`config.mk`:
```
export PLATFORM = sky130hd
export DESIGN_NAME = ssio_top
export DESIGN_NICKNAME = d
export VERILOG_FILES = /design/src/rtl/ssio_pkg.sv /design/src/rtl/ssio_top.sv
export SDC_FILE = /design/constraint.sdc
export NUM_CORES = 1
export LEC_CHECK = 0
export BUFFER_PORTS_ARGS = -buffer_cell sky130_fd_sc_hd__buf_2
export CAP_MARGIN = 20
export CORE_ASPECT_RATIO = 0.75
export CORE_MARGIN = 2
export CORE_UTILIZATION = 50
export DETAILED_ROUTE_END_ITERATION = 10
export PLACE_DENSITY = 0.8
export SETUP_SLACK_MARGIN = 0.3
export SYNTH_ARGS = -nofsm -noshare
export SYNTH_HDL_FRONTEND = slang
export SYNTH_SLANG_ARGS = --single-unit
```
`constraint.sdc`:
```
create_clock -name aclk -period 3.5 [get_ports aclk]
set_clock_uncertainty 0.15 [all_clocks]
set_input_delay 0.875 -clock aclk [delete_from_list [all_inputs] [get_ports aclk]]
set_output_delay 0.875 -clock aclk [all_outputs]
set_load 0.02 [all_outputs]
```
`src/rtl/ssio_pkg.sv`:
```
// ssio_pkg: constants and carrier types of the synchronous serial unit
// assumes a 40 MHz aclk and an AXI4-Lite register port
package ssio_pkg;
  localparam logic [4:0] A_CTL = 5'h00;
  localparam logic [4:0] A_TXD = 5'h04;
  localparam logic [4:0] A_RXD = 5'h08;
  localparam logic [4:0] A_STA = 5'h0C;
  localparam logic [4:0] A_IST = 5'h10;
  localparam logic [4:0] A_IMK = 5'h14;
  // control fields
  localparam int C_EN   = 0;
  localparam int C_UART = 1;
  localparam int C_LSB  = 2;
  localparam int C_EXT  = 3;
  localparam int C_RDY  = 4;
  localparam int C_CS   = 5;
  localparam int C_DIV  = 8;
  localparam logic [15:0] CTL_RST = 16'h2020;
  // interrupt bits
  localparam int I_TX = 0;
  localparam int I_RX = 1;
  localparam logic [3:0] BYTE_BITS = 4'h8;
  localparam logic [3:0] BLK_BYTES = 4'h8;
  localparam logic [1:0] RESP_OK   = 2'h0;
  localparam logic [1:0] RESP_ERR  = 2'h2;
  localparam longint CLK_HZ  = 40000000;
  localparam longint HEAD_US = 8000;
  localparam longint HEAD_CYC = (CLK_HZ * HEAD_US + 999999) / 1000000;

  typedef struct packed {
    logic sclk_o;
    logic sclk_oe;
    logic sdo;
    logic rdy;
    logic cs_n;
  } ssio_pin_t;

  typedef struct packed {
    logic [15:0] ctl;
    logic [1:0]  mask;
    logic [1:0]  irq;
    logic [7:0]  sh;
    logic [7:0]  rx;
    logic [3:0]  bits;
    logic [3:0]  bytes;
    logic        blk_done;
    logic        busy;
    logic        sclk;
    logic        sdo;
    logic [7:0]  div;
    logic [19:0] gap;
    logic        aw_ok;
    logic        w_ok;
    logic [4:0]  waddr;
    logic [31:0] wdata;
    logic [3:0]  wstrb;
    logic        bvalid;
    logic [1:0]  bresp;
    logic        rvalid;
    logic [1:0]  rresp;
    logic [31:0] rdata;
    logic [2:0]  ck_s;
    logic [1:0]  di_s;
    logic [1:0]  rd_s;
  } ssio_st_t;
endpackage : ssio_pkg

```
`src/rtl/ssio_top.sv`:
```
// ssio_top: clock-synchronous serial unit with AXI4-Lite registers
// assumes partner pins are asynchronous to aclk; aclk is the main oscillator
// Operation
// - synchronous format only; setting the asynchronous (UART) bit just blocks transmit-byte writes, external-clock receive goes on; no start/stop format
// - writing the transmit byte starts a synchronous transfer at once
// - as clock master, each write also receives one byte
// - as clock master, transfer end sets transmit flag; received byte readable afterwards
// - shift clock is the main clock divided by a programmable ratio
// - least-significant-bit-first order selectable, bit 0 sent first
// - receiver drives ready; transmitter starts only after seeing it
// - after a long clock gap, next clock starts a new block
// - after eight bytes of a block, slave ignores further clocks
// - with external clock, receive flag set every eight clocks within a block, not once the block is done
`timescale 1ns/10ps
module ssio_top #(
  parameter int HEAD_CYC = int'(ssio_pkg::HEAD_CYC)
) (
  input  wire logic        aclk,          // main clock
  input  wire logic        aresetn,       // sync reset
  input  wire logic [31:0] s_axi_awaddr,  // write address
  input  wire logic        s_axi_awvalid, // write address valid
  output logic             s_axi_awready, // write address ready
  input  wire logic [31:0] s_axi_wdata,   // write data
  input  wire logic [3:0]  s_axi_wstrb,   // byte enables
  input  wire logic        s_axi_wvalid,  // write data valid
  output logic             s_axi_wready,  // write data ready
  output logic [1:0]       s_axi_bresp,   // write response
  output logic             s_axi_bvalid,  // write response valid
  input  wire logic        s_axi_bready,  // write response ready
  input  wire logic [31:0] s_axi_araddr,  // read address
  input  wire logic        s_axi_arvalid, // read address valid
  output logic             s_axi_arready, // read address ready
  output logic [31:0]      s_axi_rdata,   // read data
  output logic [1:0]       s_axi_rresp,   // read response
  output logic             s_axi_rvalid,  // read valid
  input  wire logic        s_axi_rready,  // read ready
  input  wire logic        sclk_in,       // serial clock from partner
  output logic             sclk_out,      // serial clock driven
  output logic             sclk_oe,       // serial clock enable
  output logic             sdo,           // serial data out
  input  wire logic        sdi,           // serial data in
  output logic             receive_ready_out, // we can accept a byte
  input  wire logic        partner_ready, // partner can accept
  output logic             cs_n,          // chip select, low active
  output logic             irq            // level interrupt
);

  ssio_pkg::ssio_st_t st, nx;
  ssio_pkg::ssio_pin_t pin;
  logic wr_go, aw_hs, w_hs, ext_rise, ext_fall, tick, head;
  logic [4:0] raddr;

  function automatic logic out_bit(input logic [7:0] s, input logic lsb);
    out_bit = lsb ? s[0] : s[7];
  endfunction : out_bit

  function automatic logic [7:0] shift_in(input logic [7:0] s, input logic d,
                                          input logic lsb);
    shift_in = lsb ? {d, s[7:1]} : {s[6:0], d};
  endfunction : shift_in

  function automatic logic [15:0] merge(input logic [15:0] o, input logic [31:0] d,
                                        input logic [3:0] be);
    merge = {be[1] ? d[15:8] : o[15:8], be[0] ? d[7:0] : o[7:0]};
  endfunction : merge

  // half period in aclk cycles: the ratio field shifted right by one
  function automatic logic [7:0] half_div(input logic [15:0] c);
    half_div = {1'b0, c[ssio_pkg::C_DIV+1+:7]};
  endfunction : half_div

  assign aw_hs = s_axi_awvalid && s_axi_awready;
  assign w_hs  = s_axi_wvalid && s_axi_wready;
  assign wr_go = st.aw_ok && st.w_ok && !st.bvalid;
  assign raddr = s_axi_araddr[4:0];
  assign s_axi_awready = !st.aw_ok && !st.bvalid;
  assign s_axi_wready  = !st.w_ok && !st.bvalid;
  assign s_axi_arready = !st.rvalid;
  assign s_axi_bvalid  = st.bvalid;
  assign s_axi_bresp   = st.bresp;
  assign s_axi_rvalid  = st.rvalid;
  assign s_axi_rresp   = st.rresp;
  assign s_axi_rdata   = st.rdata;

  // edge detect on second and third synchroniser stages only
  assign ext_rise = st.ck_s[1] && !st.ck_s[2];
  assign ext_fall = !st.ck_s[1] && st.ck_s[2];
  assign tick = st.div == 8'h00;
  assign head = 32'(st.gap) >= HEAD_CYC;

  always_comb begin
    nx = st;
    nx.ck_s = {st.ck_s[1:0], sclk_in};
    nx.di_s = {st.di_s[0], sdi};
    nx.rd_s = {st.rd_s[0], partner_ready};
    // set wins over software clear
    if (wr_go && st.waddr == ssio_pkg::A_IST && st.wstrb[0])
      nx.irq = st.irq & ~st.wdata[1:0];
    ////////////////////////////////////////////////////////////////////
    // register write
    if (aw_hs) begin
      nx.aw_ok = 1'b1;
      nx.waddr = s_axi_awaddr[4:0];
    end
    if (w_hs) begin
      nx.w_ok  = 1'b1;
      nx.wdata = s_axi_wdata;
      nx.wstrb = s_axi_wstrb;
    end
    if (wr_go) begin
      nx.aw_ok  = 1'b0;
      nx.w_ok   = 1'b0;
      nx.bvalid = 1'b1;
      nx.bresp  = ssio_pkg::RESP_OK;
      case (st.waddr)
        ssio_pkg::A_CTL: nx.ctl = merge(st.ctl, st.wdata, st.wstrb);
        ssio_pkg::A_TXD: begin
          // a write while a byte is on the link is dropped
          if (st.wstrb[0] && st.ctl[ssio_pkg::C_EN] && !st.busy
              && !st.ctl[ssio_pkg::C_UART]) begin
            nx.sh   = st.wdata[7:0];
            nx.busy = 1'b1;
            nx.bits = 4'h0;
            nx.sdo  = out_bit(st.wdata[7:0], st.ctl[ssio_pkg::C_LSB]);
            nx.div  = half_div(st.ctl);
          end
        end
        ssio_pkg::A_IST: ;
        ssio_pkg::A_IMK: if (st.wstrb[0]) nx.mask = st.wdata[1:0];
        default: nx.bresp = ssio_pkg::RESP_ERR;
      endcase
    end
    if (st.bvalid && s_axi_bready) nx.bvalid = 1'b0;
    ////////////////////////////////////////////////////////////////////
    // register read
    if (s_axi_arvalid && s_axi_arready) begin
      nx.rvalid = 1'b1;
      nx.rresp  = ssio_pkg::RESP_OK;
      nx.rdata  = 32'h0;
      case (raddr)
        ssio_pkg::A_CTL: nx.rdata[15:0] = st.ctl;
        ssio_pkg::A_TXD: nx.rdata[7:0] = st.sh;
        ssio_pkg::A_RXD: nx.rdata[7:0] = st.rx;
        ssio_pkg::A_STA: nx.rdata[9:0] = {st.bytes, st.bits, st.blk_done, st.busy};
        ssio_pkg::A_IST: nx.rdata[1:0] = st.irq;
        ssio_pkg::A_IMK: nx.rdata[1:0] = st.mask;
        default: nx.rresp = ssio_pkg::RESP_ERR;
      endcase
    end
    if (st.rvalid && s_axi_rready) nx.rvalid = 1'b0;
    ////////////////////////////////////////////////////////////////////
    // master engine
    if (!st.ctl[ssio_pkg::C_EXT]) begin
      nx.sclk = st.busy ? st.sclk : 1'b1;
      if (st.busy) begin
        if (tick) nx.div = half_div(st.ctl) - 8'h01;
        else      nx.div = st.div - 8'h01;
        // hold off until the partner shows ready
        if (tick && (st.rd_s[1] || !st.ctl[ssio_pkg::C_RDY])) begin
          if (st.sclk) begin
            nx.sclk = 1'b0;
            if (st.bits != 4'h0)
              nx.sdo = out_bit(st.sh, st.ctl[ssio_pkg::C_LSB]);
          end else begin
            nx.sclk = 1'b1;
            nx.sh   = shift_in(st.sh, st.di_s[1], st.ctl[ssio_pkg::C_LSB]);
            nx.bits = st.bits + 4'h1;
            if (st.bits + 4'h1 == ssio_pkg::BYTE_BITS) begin
              nx.busy = 1'b0;
              nx.rx   = shift_in(st.sh, st.di_s[1], st.ctl[ssio_pkg::C_LSB]);
              nx.irq[ssio_pkg::I_TX] = 1'b1;
            end
          end
        end
      end
    end else begin
      ////////////////////////////////////////////////////////////////////
      // slave engine on the partner's clock
      nx.sclk = 1'b1;
      // gap runs rise to rise, so the first rise after idle still sees it
      if (ext_rise) nx.gap = 20'h0;
      else if (!head) nx.gap = st.gap + 20'h1;
      if (ext_rise && head) begin
        nx.bytes    = 4'h0;
        nx.blk_done = 1'b0;
      end
      if (ext_rise && (head || !st.blk_done)) begin
        nx.sh   = shift_in(st.sh, st.di_s[1], st.ctl[ssio_pkg::C_LSB]);
        nx.bits = (head ? 4'h0 : st.bits) + 4'h1;
        if ((head ? 4'h0 : st.bits) + 4'h1 == ssio_pkg::BYTE_BITS) begin
          nx.bits  = 4'h0;
          nx.busy  = 1'b0;
          nx.rx    = shift_in(st.sh, st.di_s[1], st.ctl[ssio_pkg::C_LSB]);
          nx.irq[ssio_pkg::I_RX] = 1'b1;
          nx.bytes = (head ? 4'h0 : st.bytes) + 4'h1;
          if ((head ? 4'h0 : st.bytes) + 4'h1 == ssio_pkg::BLK_BYTES)
            nx.blk_done = 1'b1;
        end
      end
      if (ext_fall && !st.blk_done && st.bits != 4'h0)
        nx.sdo = out_bit(st.sh, st.ctl[ssio_pkg::C_LSB]);
    end
    if (!st.ctl[ssio_pkg::C_EN]) begin
      nx.busy = 1'b0;
      nx.sclk = 1'b1;
    end
  end

  always_ff @(posedge aclk) begin
    if (!aresetn) begin
      st      <= '0;
      st.ctl  <= ssio_pkg::CTL_RST;
      st.sclk <= 1'b1;
      st.sdo  <= 1'b1;
      st.ck_s <= 3'h7;
    end else begin
      st <= nx;
    end
  end

  always_comb begin
    pin.sclk_o  = st.sclk;
    pin.sclk_oe = st.ctl[ssio_pkg::C_EN] && !st.ctl[ssio_pkg::C_EXT];
    pin.sdo     = st.sdo;
    pin.rdy     = st.ctl[ssio_pkg::C_EXT] && st.ctl[ssio_pkg::C_RDY]
                  && st.busy && st.bits == 4'h0;
    pin.cs_n    = st.ctl[ssio_pkg::C_CS];
  end

  assign sclk_out          = pin.sclk_o;
  assign sclk_oe           = pin.sclk_oe;
  assign sdo               = pin.sdo;
  assign receive_ready_out = pin.rdy;
  assign cs_n              = pin.cs_n;
  assign irq               = |(st.irq & st.mask);

  ////////////////////////////////////////////////////////////////////////
  // checks
  property p_start;
    @(posedge aclk) disable iff (!aresetn)
    wr_go && st.waddr == ssio_pkg::A_TXD && st.wstrb[0] && !st.busy
      && st.ctl[ssio_pkg::C_EN] && !st.ctl[ssio_pkg::C_UART] |=> st.busy;
  endproperty
  a_start: assert property (p_start) else $error("write did not start");

  property p_done;
    @(posedge aclk) disable iff (!aresetn)
    $rose(st.irq[ssio_pkg::I_TX]) |-> $past(st.busy) && !st.busy;
  endproperty
  a_done: assert property (p_done) else $error("tx flag without end");

  property p_bits;
    @(posedge aclk) disable iff (!aresetn)
    st.bits <= ssio_pkg::BYTE_BITS;
  endproperty
  a_bits: assert property (p_bits) else $error("bit count overrun");

  property p_sdo;
    @(posedge aclk) disable iff (!aresetn)
    $past(st.busy) && st.busy && !st.ctl[ssio_pkg::C_EXT] && $changed(st.sdo)
      |-> $fell(st.sclk);
  endproperty
  a_sdo: assert property (p_sdo) else $error("data moved off falling edge");

  property p_wait;
    @(posedge aclk) disable iff (!aresetn)
    st.busy && !st.ctl[ssio_pkg::C_EXT] && st.ctl[ssio_pkg::C_RDY]
      && $fell(st.sclk) |-> $past(st.rd_s[1]);
  endproperty
  a_wait: assert property (p_wait) else $error("clocked without ready");

  property p_lsb;
    @(posedge aclk) disable iff (!aresetn)
    $rose(st.busy) && st.ctl[ssio_pkg::C_LSB] && !st.ctl[ssio_pkg::C_EXT]
      |-> st.sdo == st.sh[0];
  endproperty
  a_lsb: assert property (p_lsb) else $error("first bit not bit 0");

  property p_blk;
    @(posedge aclk) disable iff (!aresetn)
    st.blk_done |-> st.bytes == ssio_pkg::BLK_BYTES;
  endproperty
  a_blk: assert property (p_blk) else $error("block end miscounted");

  property p_head;
    @(posedge aclk) disable iff (!aresetn)
    st.ctl[ssio_pkg::C_EXT] && ext_rise && head |=> st.bits == 4'h1 && !st.blk_done;
  endproperty
  a_head: assert property (p_head) else $error("heading not realigned");

  property p_rx8;
    @(posedge aclk) disable iff (!aresetn)
    st.ctl[ssio_pkg::C_EXT] && $rose(st.irq[ssio_pkg::I_RX]) |-> st.bits == 4'h0;
  endproperty
  a_rx8: assert property (p_rx8) else $error("rx flag off byte edge");

  property p_div;
    @(posedge aclk) disable iff (!aresetn)
    $past(st.busy) && $past(tick) && !$past(st.ctl[ssio_pkg::C_EXT]) && st.busy
      |-> st.div == $past(half_div(st.ctl)) - 8'h01;
  endproperty
  a_div: assert property (p_div) else $error("divider reload wrong");

endmodule : ssio_top

```
==> metrics.yaml <==
sta:
  fin_setup_tns_ps: 0
  fin_crit_ps: 3029
  setup_violation_total_in_the_final_timing_report: 0
  timing.fmax_mhz: 330.2
  final-max-slew-violation-count: 0
  worstMarginPinSlew_ps: 829.7
  worst_slew_margin_rel_pct: 44.44
  unrepaired_setup_endpoints_after_global_routing: "no"
  finalHoldViolations: 0
  timing.final.crit_share_pct: 86.54
  worst_hold_slack_ps: 254.8
routing:
  drt_iter0_markers: 441
  routed_wirelength_normalized_by_instance_count_um: 16.08
  drcViolationCount: 0
  vias: 5722
  dr.pass1.iters: 5
  detail_route.vias_per_cell: 5.815
  detail-route-antenna-nets: 0
  postRouteWirelength_um: 15830
grt:
  grt-ovfl-total: 0
  grt_antenna_before_repair: 0
  grt.total_usage_pct: 22.66
  grt_max_degree: 67
  first_global_vias: 5220
  grt_first_pass_wirelength_um: 26000
worst_setup_path:
  worst-endpoint-arrival_ps: 3180
  crit_required_ps: 3650
  worstSetupPathType: "reg -> reg"
  end_kind: "flip-flop"
  crit_fanout: 9
  cp-start-kind: "flip-flop"
yosys:
  post_synth.cell_area_avg_um2: 8.669
  most_used_dff_post_synth: "sky130_fd_sc_hd__dfxtp_1"
  number_of_distinct_library_cells_after_synthesis: 63
  count_of_state_elements_after_synthesis: 128
  synth-edff-count: 0
  synth_cells: 767
  mappedNetlistArea_um2: 6649
  synth-seq-area-share_pct: 38.54
  yosys_warning_count: 0
  post_synthesis_async_set_or_reset_flop_share_pct: 0
power_and_ir_drop:
  power_per_cell_area_nw_per_um2: 477.0
  total_leakage_power_nw: 3.209
  power.ir.vdd_worst_mv: 0.3469
floorplan:
  design.core.area_um2: 12970
  num_rows: 36
  dieArea_um2: 14250
  initial_core_util_pct: 51.25
  die_w_um: 137.2
  boundaryPins: 157
  die_y_um: 103.9
cells_and_area:
  antennaDiodeCount: 0
  layout_common_cells: "sky130_fd_sc_hd__dfxtp_1 (128), sky130_fd_sc_hd__nand2_1 (102), sky130_fd_sc_hd__buf_2 (66), sky130_fd_sc_hd__mux2i_1 (40), sky130_fd_sc_hd__a21boi_0 (39)"
  final_common_cell: "sky130_fd_sc_hd__dfxtp_1"
  synthToLayoutAreaGrowth_pct: 13.36
  postLayoutCoreUtil_pct: 58.10
  share_of_cells_above_drive_strength_1_pct: 16.48
  final_net_count: 917
cts:
  cts_buffers: 17
  h-tree-depth: 4
  cts.root.buffer_cell: "sky130_fd_sc_hd__clkbuf_16"
  clk_latency_ps: 410
  cts_tree: "built"
  clock_path_buffers: 2
  worst_setup_hold_path_clk_slew_ps: 50
  cts-hold-fix-buffers: 0
  clock_sink_count: 128
place:
  place_congestion: 0.8944
  placement.io_buffers: 66
  detailed_place_hpwl_um: 10570
job:
  number_of_violations_of_the_max_capacitance_limit: 0
min_path:
  holdCritPathClass: "reg -> reg"
outcome:
  status: "completed"
cell families (layout without fill, tap and decap cells):
family	count (synthesis)	in the layout	share of synthesized area, %
and+or+nand+nor	280	280	21.62
AOI/OAI and AO/OA	192	192	20.93
DFF	128	128	38.54
buffers and inverters	95	124	7.791
muxes	55	55	8.562
xor gates and xnor gates	9	9	1.186
adders and majority gates	7	7	1.317
other	1	18	0.05640
path summary, 6_finish.rpt:
check / cells after the start / start / slack, ps / end
setup / recovery: 9 / st[97]$_SDFFE_PN0P_ / 470 / st[128]$_SDFFE_PN0P_
setup reg to reg: 9 / st[97]$_SDFFE_PN0P_ / 470 / st[128]$_SDFFE_PN0P_
hold / removal: 1 / nx[5]$_SDFF_PN1_ / 250 / nx[6]$_SDFF_PN1_
hold reg to reg: 1 / nx[5]$_SDFF_PN1_ / 250 / nx[6]$_SDFF_PN1_
flip-flops by register name (all words and copies together), names as in the netlist:
| name | count |
|---|---|
| s_axi_rresp | 1 |
| s_axi_bresp | 1 |
| s_axi_bvalid | 1 |
| st | 101 |
| s_axi_rvalid | 1 |
| nx | 4 |
| s_axi_rdata | 16 |
| sdo | 1 |
| cs_n | 1 |
| sclk_out | 1 |
stage by stage:
stage               area, um^2  cells  power, W  setup slack (ps)
detailed placement        6894    952  0.001747             419.9
finish                    7537    984  0.003595             471.2
global route              7537    984  0.003701             315.8
global placement          6894    952  0.001744             493.9
floorplan                 6713    784  0.001698             693.2
CTS                       7523    984  0.003611             389.3
area by class of cell:
class | instances | area [um^2]
Fill cell | 1132 | 5435
Multi-Input combinational cell | 561 | 3646
Sequential cell | 128 | 2562
Clock buffer | 19 | 442.9
Timing Repair Buffer | 78 | 432.9
Tap cell | 171 | 214.0
Clock inverter | 13 | 186.4
Inverter | 14 | 52.55
routing by layer:
metal	wire, um	part of all wire (%)	track usage (%)
met1	7749	49	34.25
met2	6812	43	32.41
met3	1085	6.9	4.581
met4	178	1.1	6.333
met5	0	0	0
synthesized netlist by cell type (5+ instances only):
cell type	n	area (um^2)
sky130_fd_sc_hd__a21boi_0	39	292.8
sky130_fd_sc_hd__a21oi_1	31	155.2
sky130_fd_sc_hd__a22o_1	7	61.31
sky130_fd_sc_hd__a22oi_1	8	60.06
sky130_fd_sc_hd__and2_1	12	75.07
sky130_fd_sc_hd__and3_1	10	62.56
sky130_fd_sc_hd__buf_4	38	285.3
sky130_fd_sc_hd__clkbuf_1	36	135.1
sky130_fd_sc_hd__dfxtp_1	128	2562
sky130_fd_sc_hd__ha_1	7	87.58
sky130_fd_sc_hd__inv_1	14	52.55
sky130_fd_sc_hd__mux2_2	15	168.9
sky130_fd_sc_hd__mux2i_1	40	400.4
sky130_fd_sc_hd__nand2_1	102	382.9
sky130_fd_sc_hd__nand2b_1	9	56.30
sky130_fd_sc_hd__nand3_1	19	95.09
sky130_fd_sc_hd__nand3b_1	5	37.54
sky130_fd_sc_hd__nand4_1	10	62.56
sky130_fd_sc_hd__nor2_1	31	116.4
sky130_fd_sc_hd__nor2b_1	33	206.5
sky130_fd_sc_hd__nor3_1	12	60.06
sky130_fd_sc_hd__o211a_1	22	220.2
sky130_fd_sc_hd__o211ai_1	8	60.06
sky130_fd_sc_hd__o21ai_0	33	165.2
sky130_fd_sc_hd__o31ai_1	7	52.55
sky130_fd_sc_hd__or3_1	13	81.33
sky130_fd_sc_hd__or4_1	9	67.56
sky130_fd_sc_hd__xnor2_1	7	61.31
where the power goes:
part           internal (W)  switching [W]
logic             0.0000739       0.000128
clock network       0.00121       0.000663
registers           0.00149      0.0000289
total               0.00277       0.000820
worst max-delay path, stage by stage, from the launching register on:
cell	delay (ps)
sky130_fd_sc_hd__dfxtp_1	360
sky130_fd_sc_hd__nor4_1	390
sky130_fd_sc_hd__o211ai_1	220
sky130_fd_sc_hd__nor2_1	140
sky130_fd_sc_hd__ha_1	320
sky130_fd_sc_hd__nand2_1	140
sky130_fd_sc_hd__a2111oi_4	440
sky130_fd_sc_hd__a32o_1	470
sky130_fd_sc_hd__nand2_1	120
sky130_fd_sc_hd__o211a_1	140
timing repair:
item / 4_1_cts / 5_1_grt
endpoints found under the hold margin: 0 / 0
gates resized for setup: 0 / 2
buffers inserted: 0 / 0
endpoints found under the setup margin: 0 / 10
Power figures use the tool's default switching activity.
